`src/hdl/tdc_pkg.sv`:
```
package tdc_pkg;
   localparam int          NUM_CH        = 3;
   localparam int          FILT_LEN      = 3;
   localparam logic [3:0]  ADDR_CTRL0    = 4'h0;
   localparam logic [3:0]  ADDR_CTRL1    = 4'h1;
   localparam logic [3:0]  ADDR_CTRL2    = 4'h2;
   localparam logic [3:0]  ADDR_STATUS   = 4'h4;
   localparam logic [3:0]  ADDR_MASK     = 4'h5;
   localparam logic [3:0]  ADDR_LEVEL    = 4'h6;
   localparam int          BIT_GATE      = 0;
   localparam int          BIT_FILTER    = 1;
   localparam int          BIT_RISING    = 2;
   localparam int          BIT_WIPE      = 3;
   localparam int          BIT_CAP_EVT   = 4;
   localparam logic [4:0]  CTRL_RESET    = 5'h00;
   localparam logic [2:0]  MASK_RESET    = 3'h0;
endpackage

```
`src/hdl/tdc_top.sv`:
```
// The implementer's own choices: the register addresses and the plain strobed port.
`timescale 1ns/10ps
`default_nettype none
module tdc_top (
   input  wire logic        CLOCK_I,
   input  wire logic        RST_I,
   input  wire logic [2:0]  CAPTURE_INPUT_PIN_I,
   input  wire logic [3:0]  ADDR_I,
   input  wire logic [7:0]  WDATA_I,
   input  wire logic        WR_I,
   input  wire logic        RD_I,
   output logic      [7:0]  RDATA_O,
   output logic      [2:0]  CAPTURE_EVENT_O,
   output logic             BACKUP_WIPE_O,
   output logic             IRQ_O
);
   localparam int N = tdc_pkg::NUM_CH;
   localparam int F = tdc_pkg::FILT_LEN;

   logic [4:0]   ctrl_q [N];
   logic [N-1:0] mask_q;
   logic [N-1:0] status_q;
   logic [N-1:0] sync1_q, sync2_q, prev_q, raw_prev_q;
   logic [F-1:0] filt_q [N];
   logic [N-1:0] stable_q;
   logic [N-1:0] level_w, event_w, raw_edge_w, cap_d;
   logic [N-1:0] clr_w, wipe_sel_w;
   logic [7:0]   rdata_d;
   logic         wr_status_w, wr_mask_w;

   assign wr_status_w = WR_I && (ADDR_I == tdc_pkg::ADDR_STATUS);
   assign wr_mask_w   = WR_I && (ADDR_I == tdc_pkg::ADDR_MASK);
   assign clr_w       = wr_status_w ? WDATA_I[N-1:0] : '0;

   genvar g;
   for (g = 0; g < N; g++) begin : gen_ch
      logic sel_w;
      logic all1_w, all0_w;
      assign sel_w  = WR_I && (ADDR_I == 4'(g));
      assign all1_w = &filt_q[g];
      assign all0_w = ~|filt_q[g];
      // The filter only accepts a level held for FILT_LEN samples.
      assign level_w[g] = ctrl_q[g][tdc_pkg::BIT_FILTER] ? stable_q[g] : sync2_q[g];
      // Gate off masks the event itself, so no event edge is reported (raw pin edges still reach capture when BIT_CAP_EVT is clear); the level still follows the pin.
      assign event_w[g] = ctrl_q[g][tdc_pkg::BIT_GATE] &&
                          (ctrl_q[g][tdc_pkg::BIT_RISING] ? (level_w[g] && !prev_q[g])
                                                           : (!level_w[g] && prev_q[g]));
      assign raw_edge_w[g] = sync2_q[g] ^ raw_prev_q[g];
      assign cap_d[g] = ctrl_q[g][tdc_pkg::BIT_CAP_EVT] ? event_w[g] : raw_edge_w[g];
      assign wipe_sel_w[g] = ctrl_q[g][tdc_pkg::BIT_WIPE] && event_w[g];

      always_ff @(posedge CLOCK_I or posedge RST_I) begin
         if (RST_I) begin
            ctrl_q[g] <= tdc_pkg::CTRL_RESET;
         end else if (sel_w) begin
            ctrl_q[g] <= WDATA_I[4:0];
         end
      end

      always_ff @(posedge CLOCK_I or posedge RST_I) begin
         if (RST_I) begin
            filt_q[g]   <= '0;
            stable_q[g] <= 1'b0;
         end else begin
            filt_q[g] <= {filt_q[g][F-2:0], sync2_q[g]};
            if (all1_w) begin
               stable_q[g] <= 1'b1;
            end else if (all0_w) begin
               stable_q[g] <= 1'b0;
            end
         end
      end
   end

   always_ff @(posedge CLOCK_I or posedge RST_I) begin
      if (RST_I) begin
         sync1_q    <= '0;
         sync2_q    <= '0;
         prev_q     <= '0;
         raw_prev_q <= '0;
      end else begin
         sync1_q    <= CAPTURE_INPUT_PIN_I;
         sync2_q    <= sync1_q;
         prev_q     <= level_w;
         raw_prev_q <= sync2_q;
      end
   end

   // Set wins over a simultaneous write-one clear.
   always_ff @(posedge CLOCK_I or posedge RST_I) begin
      if (RST_I) begin
         status_q <= '0;
      end else begin
         status_q <= (status_q & ~clr_w) | event_w;
      end
   end

   always_ff @(posedge CLOCK_I or posedge RST_I) begin
      if (RST_I) begin
         mask_q <= tdc_pkg::MASK_RESET;
      end else if (wr_mask_w) begin
         mask_q <= WDATA_I[N-1:0];
      end
   end

   always_comb begin
      rdata_d = 8'h00;
      unique case (ADDR_I)
         tdc_pkg::ADDR_CTRL0:  rdata_d = {3'h0, ctrl_q[0]};
         tdc_pkg::ADDR_CTRL1:  rdata_d = {3'h0, ctrl_q[1]};
         tdc_pkg::ADDR_CTRL2:  rdata_d = {3'h0, ctrl_q[2]};
         tdc_pkg::ADDR_STATUS: rdata_d = {5'h00, status_q};
         tdc_pkg::ADDR_MASK:   rdata_d = {5'h00, mask_q};
         tdc_pkg::ADDR_LEVEL:  rdata_d = {5'h00, sync2_q};
         default:              rdata_d = 8'h00;
      endcase
   end

   always_ff @(posedge CLOCK_I or posedge RST_I) begin
      if (RST_I) begin
         RDATA_O         <= 8'h00;
         CAPTURE_EVENT_O <= '0;
         BACKUP_WIPE_O   <= 1'b0;
         IRQ_O           <= 1'b0;
      end else begin
         RDATA_O         <= RD_I ? rdata_d : 8'h00;
         CAPTURE_EVENT_O <= cap_d;
         BACKUP_WIPE_O   <= |wipe_sel_w;
         // Registered, so IRQ lags status by one cycle.
         IRQ_O           <= |(status_q & mask_q);
      end
   end

   a_wipe_follows_event: assert property (@(posedge CLOCK_I) disable iff (RST_I)
      (|wipe_sel_w) |=> BACKUP_WIPE_O) else $error("wipe pulse missing");
   a_no_wipe_unsel: assert property (@(posedge CLOCK_I) disable iff (RST_I)
      BACKUP_WIPE_O |-> $past(|wipe_sel_w)) else $error("spurious wipe");
   a_cap_source: assert property (@(posedge CLOCK_I) disable iff (RST_I)
      (!ctrl_q[0][tdc_pkg::BIT_CAP_EVT] && raw_edge_w[0]) |=> CAPTURE_EVENT_O[0]) else $error("pin capture lost");
   a_gate_blocks: assert property (@(posedge CLOCK_I) disable iff (RST_I)
      !ctrl_q[1][tdc_pkg::BIT_GATE] |-> !event_w[1]) else $error("gated channel fired");
   a_edge_rising: assert property (@(posedge CLOCK_I) disable iff (RST_I)
      (event_w[0] && ctrl_q[0][tdc_pkg::BIT_RISING]) |-> level_w[0]) else $error("wrong edge");
   a_event_single: assert property (@(posedge CLOCK_I) disable iff (RST_I)
      event_w[2] |=> !event_w[2]) else $error("event longer than one cycle");
   a_status_sets: assert property (@(posedge CLOCK_I) disable iff (RST_I)
      event_w[0] |=> status_q[0]) else $error("status not set");
   a_irq_masked: assert property (@(posedge CLOCK_I) disable iff (RST_I)
      (status_q == 3'h0 || mask_q == 3'h0) |=> !IRQ_O) else $error("irq while masked");
   a_filter_delay: assert property (@(posedge CLOCK_I) disable iff (RST_I)
      (ctrl_q[0][tdc_pkg::BIT_FILTER] && event_w[0]) |-> (stable_q[0] != $past(stable_q[0]))) else $error("filter bypassed");

   // The per-channel checks below are identical for every channel.
   // They watch the internal event, not the pin, so they stay valid
   // whatever the switch in front of the pin does.
   for (g = 0; g < N; g++) begin : gen_chk

      a_gate_quiet: assert property (@(posedge CLOCK_I) disable iff (RST_I)
         !ctrl_q[g][tdc_pkg::BIT_GATE] |-> !event_w[g])
         else $error("gated channel produced an event");

      a_edge_falling: assert property (@(posedge CLOCK_I) disable iff (RST_I)
         (event_w[g] && !ctrl_q[g][tdc_pkg::BIT_RISING]) |-> !level_w[g])
         else $error("falling mode fired on a rising edge");

      a_cap_from_event: assert property (@(posedge CLOCK_I) disable iff (RST_I)
         (ctrl_q[g][tdc_pkg::BIT_CAP_EVT] && event_w[g]) |=> CAPTURE_EVENT_O[g])
         else $error("capture from intrusion lost");

      a_cap_no_stray: assert property (@(posedge CLOCK_I) disable iff (RST_I)
         CAPTURE_EVENT_O[g] |-> $past(cap_d[g]))
         else $error("capture pulse without a source");

      a_status_holds: assert property (@(posedge CLOCK_I) disable iff (RST_I)
         (status_q[g] && !clr_w[g]) |=> status_q[g])
         else $error("status lost without a clear");

      a_status_clears: assert property (@(posedge CLOCK_I) disable iff (RST_I)
         (clr_w[g] && !event_w[g]) |=> !status_q[g])
         else $error("status survived a clear");

      a_ctrl_write: assert property (@(posedge CLOCK_I) disable iff (RST_I)
         (WR_I && (ADDR_I == 4'(g))) |=> (ctrl_q[g] == $past(WDATA_I[4:0])))
         else $error("channel setting not taken");

      a_irq_raise: assert property (@(posedge CLOCK_I) disable iff (RST_I)
         (status_q[g] && mask_q[g]) |=> IRQ_O)
         else $error("enabled status gave no interrupt");

      a_wipe_enabled: assert property (@(posedge CLOCK_I) disable iff (RST_I)
         (ctrl_q[g][tdc_pkg::BIT_WIPE] && event_w[g]) |=> BACKUP_WIPE_O)
         else $error("enabled wipe missing");

      a_filter_rise: assert property (@(posedge CLOCK_I) disable iff (RST_I)
         $rose(stable_q[g]) |-> $past(&filt_q[g]))
         else $error("filter rose on a short pulse");

      a_filter_fall: assert property (@(posedge CLOCK_I) disable iff (RST_I)
         $fell(stable_q[g]) |-> $past(~|filt_q[g]))
         else $error("filter fell on a short pulse");

   end

   c_wipe: cover property (@(posedge CLOCK_I) BACKUP_WIPE_O);
   c_status_clear: cover property (@(posedge CLOCK_I) clr_w[0] && status_q[0]);
   c_filter_event: cover property (@(posedge CLOCK_I) event_w[0] && ctrl_q[0][tdc_pkg::BIT_FILTER]);
   c_irq: cover property (@(posedge CLOCK_I) IRQ_O);
   c_cap_evt: cover property (@(posedge CLOCK_I) CAPTURE_EVENT_O[1] && ctrl_q[1][tdc_pkg::BIT_CAP_EVT]);
endmodule
`default_nettype wire

```
`config.mk`:
```
export PLATFORM = sky130hd
export DESIGN_NAME = tdc_top
export DESIGN_NICKNAME = d
export VERILOG_FILES = /design/src/hdl/tdc_pkg.sv /design/src/hdl/tdc_top.sv
export SDC_FILE = /design/constraint.sdc
export NUM_CORES = 1
export LEC_CHECK = 0
export ABC_AREA = 1
export BUFFER_PORTS_ARGS = -buffer_cell sky130_fd_sc_hd__buf_2
export CORE_MARGIN = 1
export CORE_UTILIZATION = 30
export CTS_CLUSTER_DIAMETER = 120
export CTS_CLUSTER_SIZE = 12
export DETAILED_ROUTE_END_ITERATION = 16
export MAX_ROUTING_LAYER = met4
export SETUP_SLACK_MARGIN = 0.15
export SLEW_MARGIN = 20
export SYNTH_ARGS = -nofsm -noshare
export SYNTH_HDL_FRONTEND = slang
export SYNTH_SLANG_ARGS = --single-unit
```
`constraint.sdc`:
```
create_clock -name CLOCK_I -period 3.65 [get_ports CLOCK_I]
set_clock_uncertainty 0.2 [all_clocks]
set_input_delay 0.365 -clock CLOCK_I [delete_from_list [all_inputs] [get_ports CLOCK_I]]
set_output_delay 0.365 -clock CLOCK_I [all_outputs]
set_load 0.02 [all_outputs]
```
==> summary.md, run 1 <==
| Metric | Value |
|---|---|
| Status | finished, violations left |
| Violated checks | negative hold slack |
| Reg clk slew, reported paths | 90 ps |
| Worst-margin pin slew | 877 ps |
| Post-Syn Area per Cell | roughly 9.5 µm² |
| CTS Buffer Depth | 2 |
| Drt first pass iters | 4 |
| Post-synth top area share | between 50% and 60% |
| Placed insts | between 300 and 400 |
| Area Overhead vs Synth | 17.1% |
| Worst path arrival time | around 1400 ps |
| First-pass GRT wire length | 7650 µm |
| Die Width | 87.6 µm |
| Synth area leaders | dfrtp_1 59%, nand2_1 9.1%, nand3_1 7.1% |
| Cts repair resizes | 0 |
| Initial Util | 31.6% |
| Post-CTS setup buffers | 0 |
| H-tree depth | 2 |
| DRC Markers | 0 |
| Main flop type after synthesis | dfrtp_1 |
| Final wirelength | approximately 4400 µm |
| Leak Pwr | between 1 and 1.5 nW |
| Max stage delay on crit path | roughly 450 ps |
| Worst EP required | approximately 3700 ps |
| TritonCTS buffer count | 5 |
| Most frequent cells in the layout | 53 x nand2_1, 52 x dfrtp_1, 31 x nand3_1 |
| Largest net degree at the start of global routing | 53 |
| Number of synthesized flops with an enable pin | 0 |
| Clk_lat worst skew | 310 ps |
| Antenna violations before repair | 0 |
| R2r worst-path depth | 5 |
| FILL cells | just over 700 |
| Post-Syn Area | between 2000 and 2500 µm² |
| Post-CTS Hold Fix Bufs | 3 |
| GP Congestion | about 0.8 |
| WS Path Type | flop to flop |
| Highest Clock Rate | around 0.7 GHz |
| Reg2reg start | sync2_q[1]$_DFF_PP0_ |
| Core area | between 6000 and 7000 µm² |
| Flip-flop and latch count after synthesis | between 50 and 60 |
| Total track usage | a little over an eighth |
| Seq/Total Area, Yosys | 59.2% |
| Worst R2R End | CAPTURE_EVENT_O[1]$_DFF_PP0_ |
| CTS tree | done |
| Die height | between 80 and 90 µm |
| Final-stage net count | 282 |
| CP Capture Type | flop |
| Post-DR wirelength/cell | about 12 µm |
| Remaining antenna violation count | 0 |
| Dpl hpwl | about 3200 µm |
| Max-slew violations | 0 |
| IO Count | 32 |
| Area leader, netlist | dfrtp_1 |
| GRT overflow | 0 |
| Via density | between 4 and 5 |
| Commonest non-fill, non-tap cell in the layout | nand2_1 |
| Critical path, cell by cell | nand2_1 -> nand2_1 -> o21ai_0 -> nand3_1 -> o21ai_0 |
| Share of layout cells above drive strength 1 | 18.3% |
| Die area | approximately 7700 µm² |
| Worst VDD drop | approximately 0.21 mV |
| Max-cap viol count | 0 |
| Initial DRC count | around 130 |
| Port bufs | 25 |
| Worst hold slack | -6.83 ps |
| Mapped Cells | between 200 and 250 |
| Vias | approximately 1600 |
| Worst Path Max Fanout | 4 |
| Crit-path slowest cell | dfrtp_1 |
| Critical path's top delay family | flip-flops |
| Post-synth ARST share | 100% |
| Final hold violation count | 12 |
| Reg-to-reg slack, setup | approximately 2200 ps |
| Yosys warnings | 0 |
| Final cell count without fillers | 359 |
| Antenna diodes | 0 |
| Minimum clock period | ~1400 ps |
| Vias in the first global route | 1590 |
| Row cnt | 30 |
| Clk root buf | clkbuf_8 |
| Crit path buf inv count | 0 |
| Power Density | ~550 nW/µm² |
| Number of library cell types mapped by synthesis | 21 |
| Worst setup SP type | flop |
| Fin crit share | 38.5% |
| RSZ-0062 raised after global routing | no |
| Endpoints failing setup | 0 |
| Setup TNS | 0 ps |
| Worst setup path startpoint | sync2_q[1]$_DFF_PP0_ |
| HP Class | input port to asynchronous set/reset pin |
| Slew HR | 41.5% |
| CTS Sinks | 52 |
how the worst max path moves through the flow:
stage | to | slack, ps | depth (start not counted)
2_1_floorplan | BACKUP_WIPE_O$_DFF_PP0_ | 1830 | 1
3_3_place_gp | ctrl_q[10]$_DFFE_PP0P_ | 1980 | 6
3_5_place_dp | ctrl_q[10]$_DFFE_PP0P_ | 1960 | 6
4_1_cts | CAPTURE_EVENT_O[1]$_DFF_PP0_ | 2230 | 5
5_1_grt | CAPTURE_EVENT_O[1]$_DFF_PP0_ | 2090 | 5
6_report | CAPTURE_EVENT_O[1]$_DFF_PP0_ | 2240 | 5
cell usage after synthesis (4+ instances only):
cell / count
nand4_1: 4
dfrtp_1: 52
nand3_1: 31
inv_1: 24
nor2_4: 7
o21a_1: 5
a21oi_1: 6
o21ai_0: 21
nor2_1: 4
buf_4: 5
nand2_1: 53
power by group:
part	switching, W	total [W]	internal, W
sequential	0.0000565	0.000724	0.000668
combinational	0.000155	0.000236	0.0000810
clock	0.000188	0.000458	0.000270
total	0.000399	0.00142	0.00102
state kept, by name, summed over array words and instances (netlist names):
name / count
RDATA_O: 5
BACKUP_WIPE_O: 1
sync1_q: 3
IRQ_O: 1
prev_q: 3
CAPTURE_EVENT_O: 3
raw_prev_q: 2
mask_q: 3
stable_q: 3
status_q: 3
sync2_q: 3
filt_q: 7
ctrl_q: 15
routing by layer:
| layer | vias to the layer above | wire (µm) | share of wire [%] | track usage, % |
|---|---|---|---|---|
| met3 | 10 | 213 | 4.9 | 3.02 |
| li1 | 808 | - | - | - |
| met2 | 56 | 1940 | 44 | 20.3 |
| met1 | 751 | 2170 | 49 | 18.4 |
| met4 | 0 | 63 | 1.4 | 5.37 |
| met5 | - | 0 | 0 | - |
cell families (layout without fill, tap and decap cells):
kind of cell	count (synthesis)	in the layout	synth area share, %
other	1	3	0.171
xor gates and xnor gates	3	3	1.20
DFF	52	52	59.2
AOI/OAI and AO/OA	36	36	9.11
buffers and inverters	31	61	6.15
and+or+nand+nor	108	108	24.1
stage by stage:
stage | instance area [µm²] | power, W | setup WS, ps | utilization [%] | hold slack, ps
final | 2570 | 0.00142 | 2240 | 37.0 | -6.83
after global routing | 2570 | 0.00150 | 2090 | 37.0 | 67.5
after CTS | 2570 | 0.00143 | 2230 | 37.0 | 79.6
after detailed placement | 2410 | 0.000972 | 1960 | 34.7 | 136
after global placement | 2410 | 0.000965 | 1980 | 34.7 | 133
after floorplan | 2200 | 0.000889 | 1830 | - | 131
worst reg2reg max path, delay by kind of cell (launching register included):
family	cells	cell delay (ps)
compound gates	2	320
flops	1	450
simple gates	3	360
final cells by class:
class	instances	area, µm²	area share [%]
flip-flops and latches	52	1300	50.6
inverters	26	98.8	3.84
clock buffers	5	68.8	2.68
multi-input cells	150	768	29.9
clock inverters	2	60.1	2.33
repair buffers	28	155	6.03
well taps	96	120	4.67
(Power assumes the default switching activity.)
==> run 2: changes to the inputs <==
--- a/config.mk
+++ b/config.mk
@@ -5,7 +5,7 @@
 export SDC_FILE = /design/constraint.sdc
 export NUM_CORES = 1
 export LEC_CHECK = 0
-export ABC_AREA = 1
+export ABC_AREA = 0
 export BUFFER_PORTS_ARGS = -buffer_cell sky130_fd_sc_hd__buf_2
 export CORE_MARGIN = 1
 export CORE_UTILIZATION = 30
==> constraint.sdc (replaced) <==
create_clock -name CLOCK_I -period 1.1 [get_ports CLOCK_I]
set_clock_uncertainty 0.2 [all_clocks]
set_input_delay 0.11 -clock CLOCK_I [delete_from_list [all_inputs] [get_ports CLOCK_I]]
set_output_delay 0.11 -clock CLOCK_I [all_outputs]
set_load 0.02 [all_outputs]
==> run 2 against run 1 <==
Against the previous run: area after synthesis down 0.74%; the run ends with negative hold slack, negative setup slack left; synthesized cell count fell by 28%; final cell count is 7.2% lower; critical path depth shrank 2; hold slack got worse by 120 ps; first-iteration DRC count decreased by 37%; register-to-register slack got worse by 2600 ps; die area fell by 0.73%; via count is 4.8% lower; sequential cell count did not move; maximum frequency down 4.1%; global-route usage increased by 1.6 points.
==> summary.md, run 2 <==
| Metric | Value |
|---|---|
| Worst setup SP type | flop |
| Combinational share of power | between 20% and 30% |
| RSZ-0062 raised after global routing | yes |
| Clk root buf | clkbuf_8 |
| Final-stage net count | roughly 260 |
| Violated checks | negative hold slack, negative setup slack |
| Most flop-heavy register | ctrl_q |
| Max FFs per register | 15 |
| WS Path Type | flop to flop |
| Core area | roughly 6900 µm² |
| Via density | about 4.6 |
| Vias | 1547 |
| Worst VDD drop | ~0.64 mV |
| Die height | about 87 µm |
| CTS tree | done |
| DRC Markers | 0 |
| Total track usage | between 10% and 20% |
| Post-synth ARST share | 100% |
| Post-Syn Area | 2180 µm² |
| Largest net degree at the start of global routing | between 50 and 60 |
| Port bufs | 25 |
| Commonest non-fill, non-tap cell in the layout | dfrtp_1 |
| Setup TNS | -3690 ps |
| Main combinational cell family by area after synthesis | multiplexers |
| Share of layout cells above drive strength 1 | between 50% and 60% |
| First-pass GRT wire length | ~8400 µm |
| Worst hold slack | -129 ps |
| Drt first pass iters | 4 |
| Antenna diodes | 0 |
| CTS Buffer Depth | 2 |
| Synth area leaders | dfrtp_1 60%, mux2_2 12%, mux2i_1 3.2% |
| Post-synth top cells | 52 x dfrtp_1, 23 x mux2_2, 11 x inv_1 |
| Die area | 7610 µm² |
| Fin crit share | 133% |
| Minimum clock period | about 1500 ps |
| Worst path arrival time | roughly 1500 ps |
| Max-slew violations | 0 |
| Simple-gate portion of the synthesized area | a little over a tenth |
| Row cnt | 30 |
| P_int | ~0.0036 W |
| TritonCTS buffer count | 5 |
| Antenna violations before repair | 0 |
| Worst hold start | WDATA_I[3] |
| Power Density | 1620 nW/µm² |
| Number of library cell types mapped by synthesis | 39 |
| Post-synth top area share | about 60% |
| Number of synthesized flops with an enable pin | 0 |
| Worst EP required | ~1200 ps |
| WHS Path Cells | 2 |
| Seq/Total Area, Yosys | between 50% and 60% |
| IO Count | 32 |
| Most frequent cell after synthesis | dfrtp_1 |
| Synth Area in XOR/XNOR | around 1.2% |
| CP Capture Type | flop |
| Worst Hold End | ctrl_q[8]$_DFFE_PP0P_ |
| Max-cap viol count | 0 |
| FILL cells | approximately 660 |
| Final wirelength | between 5000 and 6000 µm |
| Yosys warnings | 0 |
| Status | finished, violations left |
| Leak Pwr | between 1 and 1.5 nW |
| Post-DR wirelength/cell | around 15 µm |
| Die Width | just under 90 µm |
| Reg2reg start | ctrl_q[1]$_DFFE_PP0P_ |
| Flip-flop and latch area | 1300 µm² |
| Clock power frac | 22.7% |
| HP Class | input port to flop |
| Main flop type after synthesis | dfrtp_1 |
| Dpl hpwl | about 3500 µm |
| Setup ws final | -366 ps |
| R2r worst-path depth | 3 |
| Worst Path Max Fanout | 3 |
| Synth Area in Adders | 0% |
| Worst R2R End | status_q[2]$_DFF_PP0_ |
| Initial DRC count | 80 |
| Highest Clock Rate | 0.682 GHz |
| H-tree depth | 2 |
| Area leader, netlist | dfrtp_1 |
| Most frequent cells in the layout | 51 x dfrtp_1, 28 x buf_6, 21 x buf_4 |
| Post-CTS Hold Fix Bufs | 4 |
| Post-Syn Area per Cell | ~13 µm² |
| Reg clk slew, reported paths | approximately 110 ps |
| Sw Ratio | between 20% and 30% |
| Remaining antenna violation count | 0 |
| Multi-input gate area | between 1000 and 1500 µm² |
| Initial Util | 31.6% |
| Sequential cell fraction of total power | approximately 48% |
| Final hold violation count | 23 |
| Reg-to-reg slack, setup | -370 ps |
| Endpoints failing setup | 26 |
| GP Congestion | between 0.7 and 0.8 |
| Compound-Gate Fraction of Synth Area | around 8.1% |
| Net Switching | between 0.0015 and 0.002 W |
| Vias in the first global route | approximately 1600 |
| Fin area | between 3000 and 4000 µm² |
| GRT overflow | 0 |
| Flip-flop and latch count after synthesis | 52 |
| Biggest registers after layout | ctrl_q: 15 flops, filt_q: 7 flops, RDATA_O: 5 flops |
| Multiplexer area fraction after synthesis | ~16% |
| CTS Sinks | 52 |
| Mapped Cells | 167 |
| Area Overhead vs Synth | 45.4% |
| Final core utilization | 45.9% |
| Clk_lat worst skew | about 320 ps |
| Dpl cell area | 2730 µm² |
[run 2: worst max path at each step]
stage                     startpoint                            to  cells after the start
2_1_floorplan  ctrl_q[1]$_DFFE_PP0P_       BACKUP_WIPE_O$_DFF_PP0_                      3
3_3_place_gp   ctrl_q[6]$_DFFE_PP0P_       BACKUP_WIPE_O$_DFF_PP0_                      3
3_5_place_dp   ctrl_q[1]$_DFFE_PP0P_  CAPTURE_EVENT_O[2]$_DFF_PP0_                      3
4_1_cts        ctrl_q[1]$_DFFE_PP0P_       BACKUP_WIPE_O$_DFF_PP0_                      3
5_1_grt        ctrl_q[1]$_DFFE_PP0P_         status_q[2]$_DFF_PP0_                      3
6_report       ctrl_q[1]$_DFFE_PP0P_         status_q[2]$_DFF_PP0_                      3
[run 2: power groups by stage]
stage                     clock (W)  sequential (W)  combinational, W
final                       0.00117         0.00248           0.00149
after global routing        0.00127         0.00252           0.00161
after CTS                   0.00120         0.00248           0.00145
after detailed placement          0         0.00247           0.00112
after global placement            0         0.00247           0.00111
after floorplan                   0         0.00250          0.000592
[run 2: cell families after synthesis]
kind of cell,Yosys count
DFF,52
xor gates and xnor gates,3
buffers and inverters,17
other,1
and+or+nand+nor,37
muxes,31
AOI/OAI and AO/OA,26
[run 2: through the flow]
stage | total power, W | worst slack, ps | hold slack (ps) | instances
floorplan | 0.00310 | -272 | -58.6 | 169
global placement | 0.00358 | -315 | -0.916 | 315
detailed placement | 0.00359 | -361 | 7.91 | 315
CTS | 0.00512 | -355 | -134 | 333
global route | 0.00540 | -416 | -139 | 333
finish | 0.00514 | -366 | -129 | 333
[run 2: layer usage]
metal,global-route usage [%],vias up,part of all wire (%)
met5,-,-,0
met4,5.96,0,2.1
met3,3.03,9,3.7
met2,22.9,31,45
met1,20.4,776,49
li1,-,731,-
[run 2: layout make-up]
cell class / count / share of cell area, %
clock buffer: 5 / 2.17
clock inverter: 3 / 0.789
inverter: 11 / 1.42
multi-input combinational: 100 / 32.1
sequential: 52 / 41.1
tap: 96 / 3.79
timing repair buffer: 66 / 18.7
[run 2: timing repair]
item | in CTS | in global routing
buffers inserted | 6 | 0
endpoints found under the hold margin | 80 | 22
pin swaps | 5 | 4
resized for setup | 68 | 8
setup endpoints to repair | 47 | 48
[run 2: worst max-delay path: stages (launching register included)]
cell and delay [ps]:
dfrtp_1 410, mux2i_2 270, mux2_4 350, a21bo_2 190
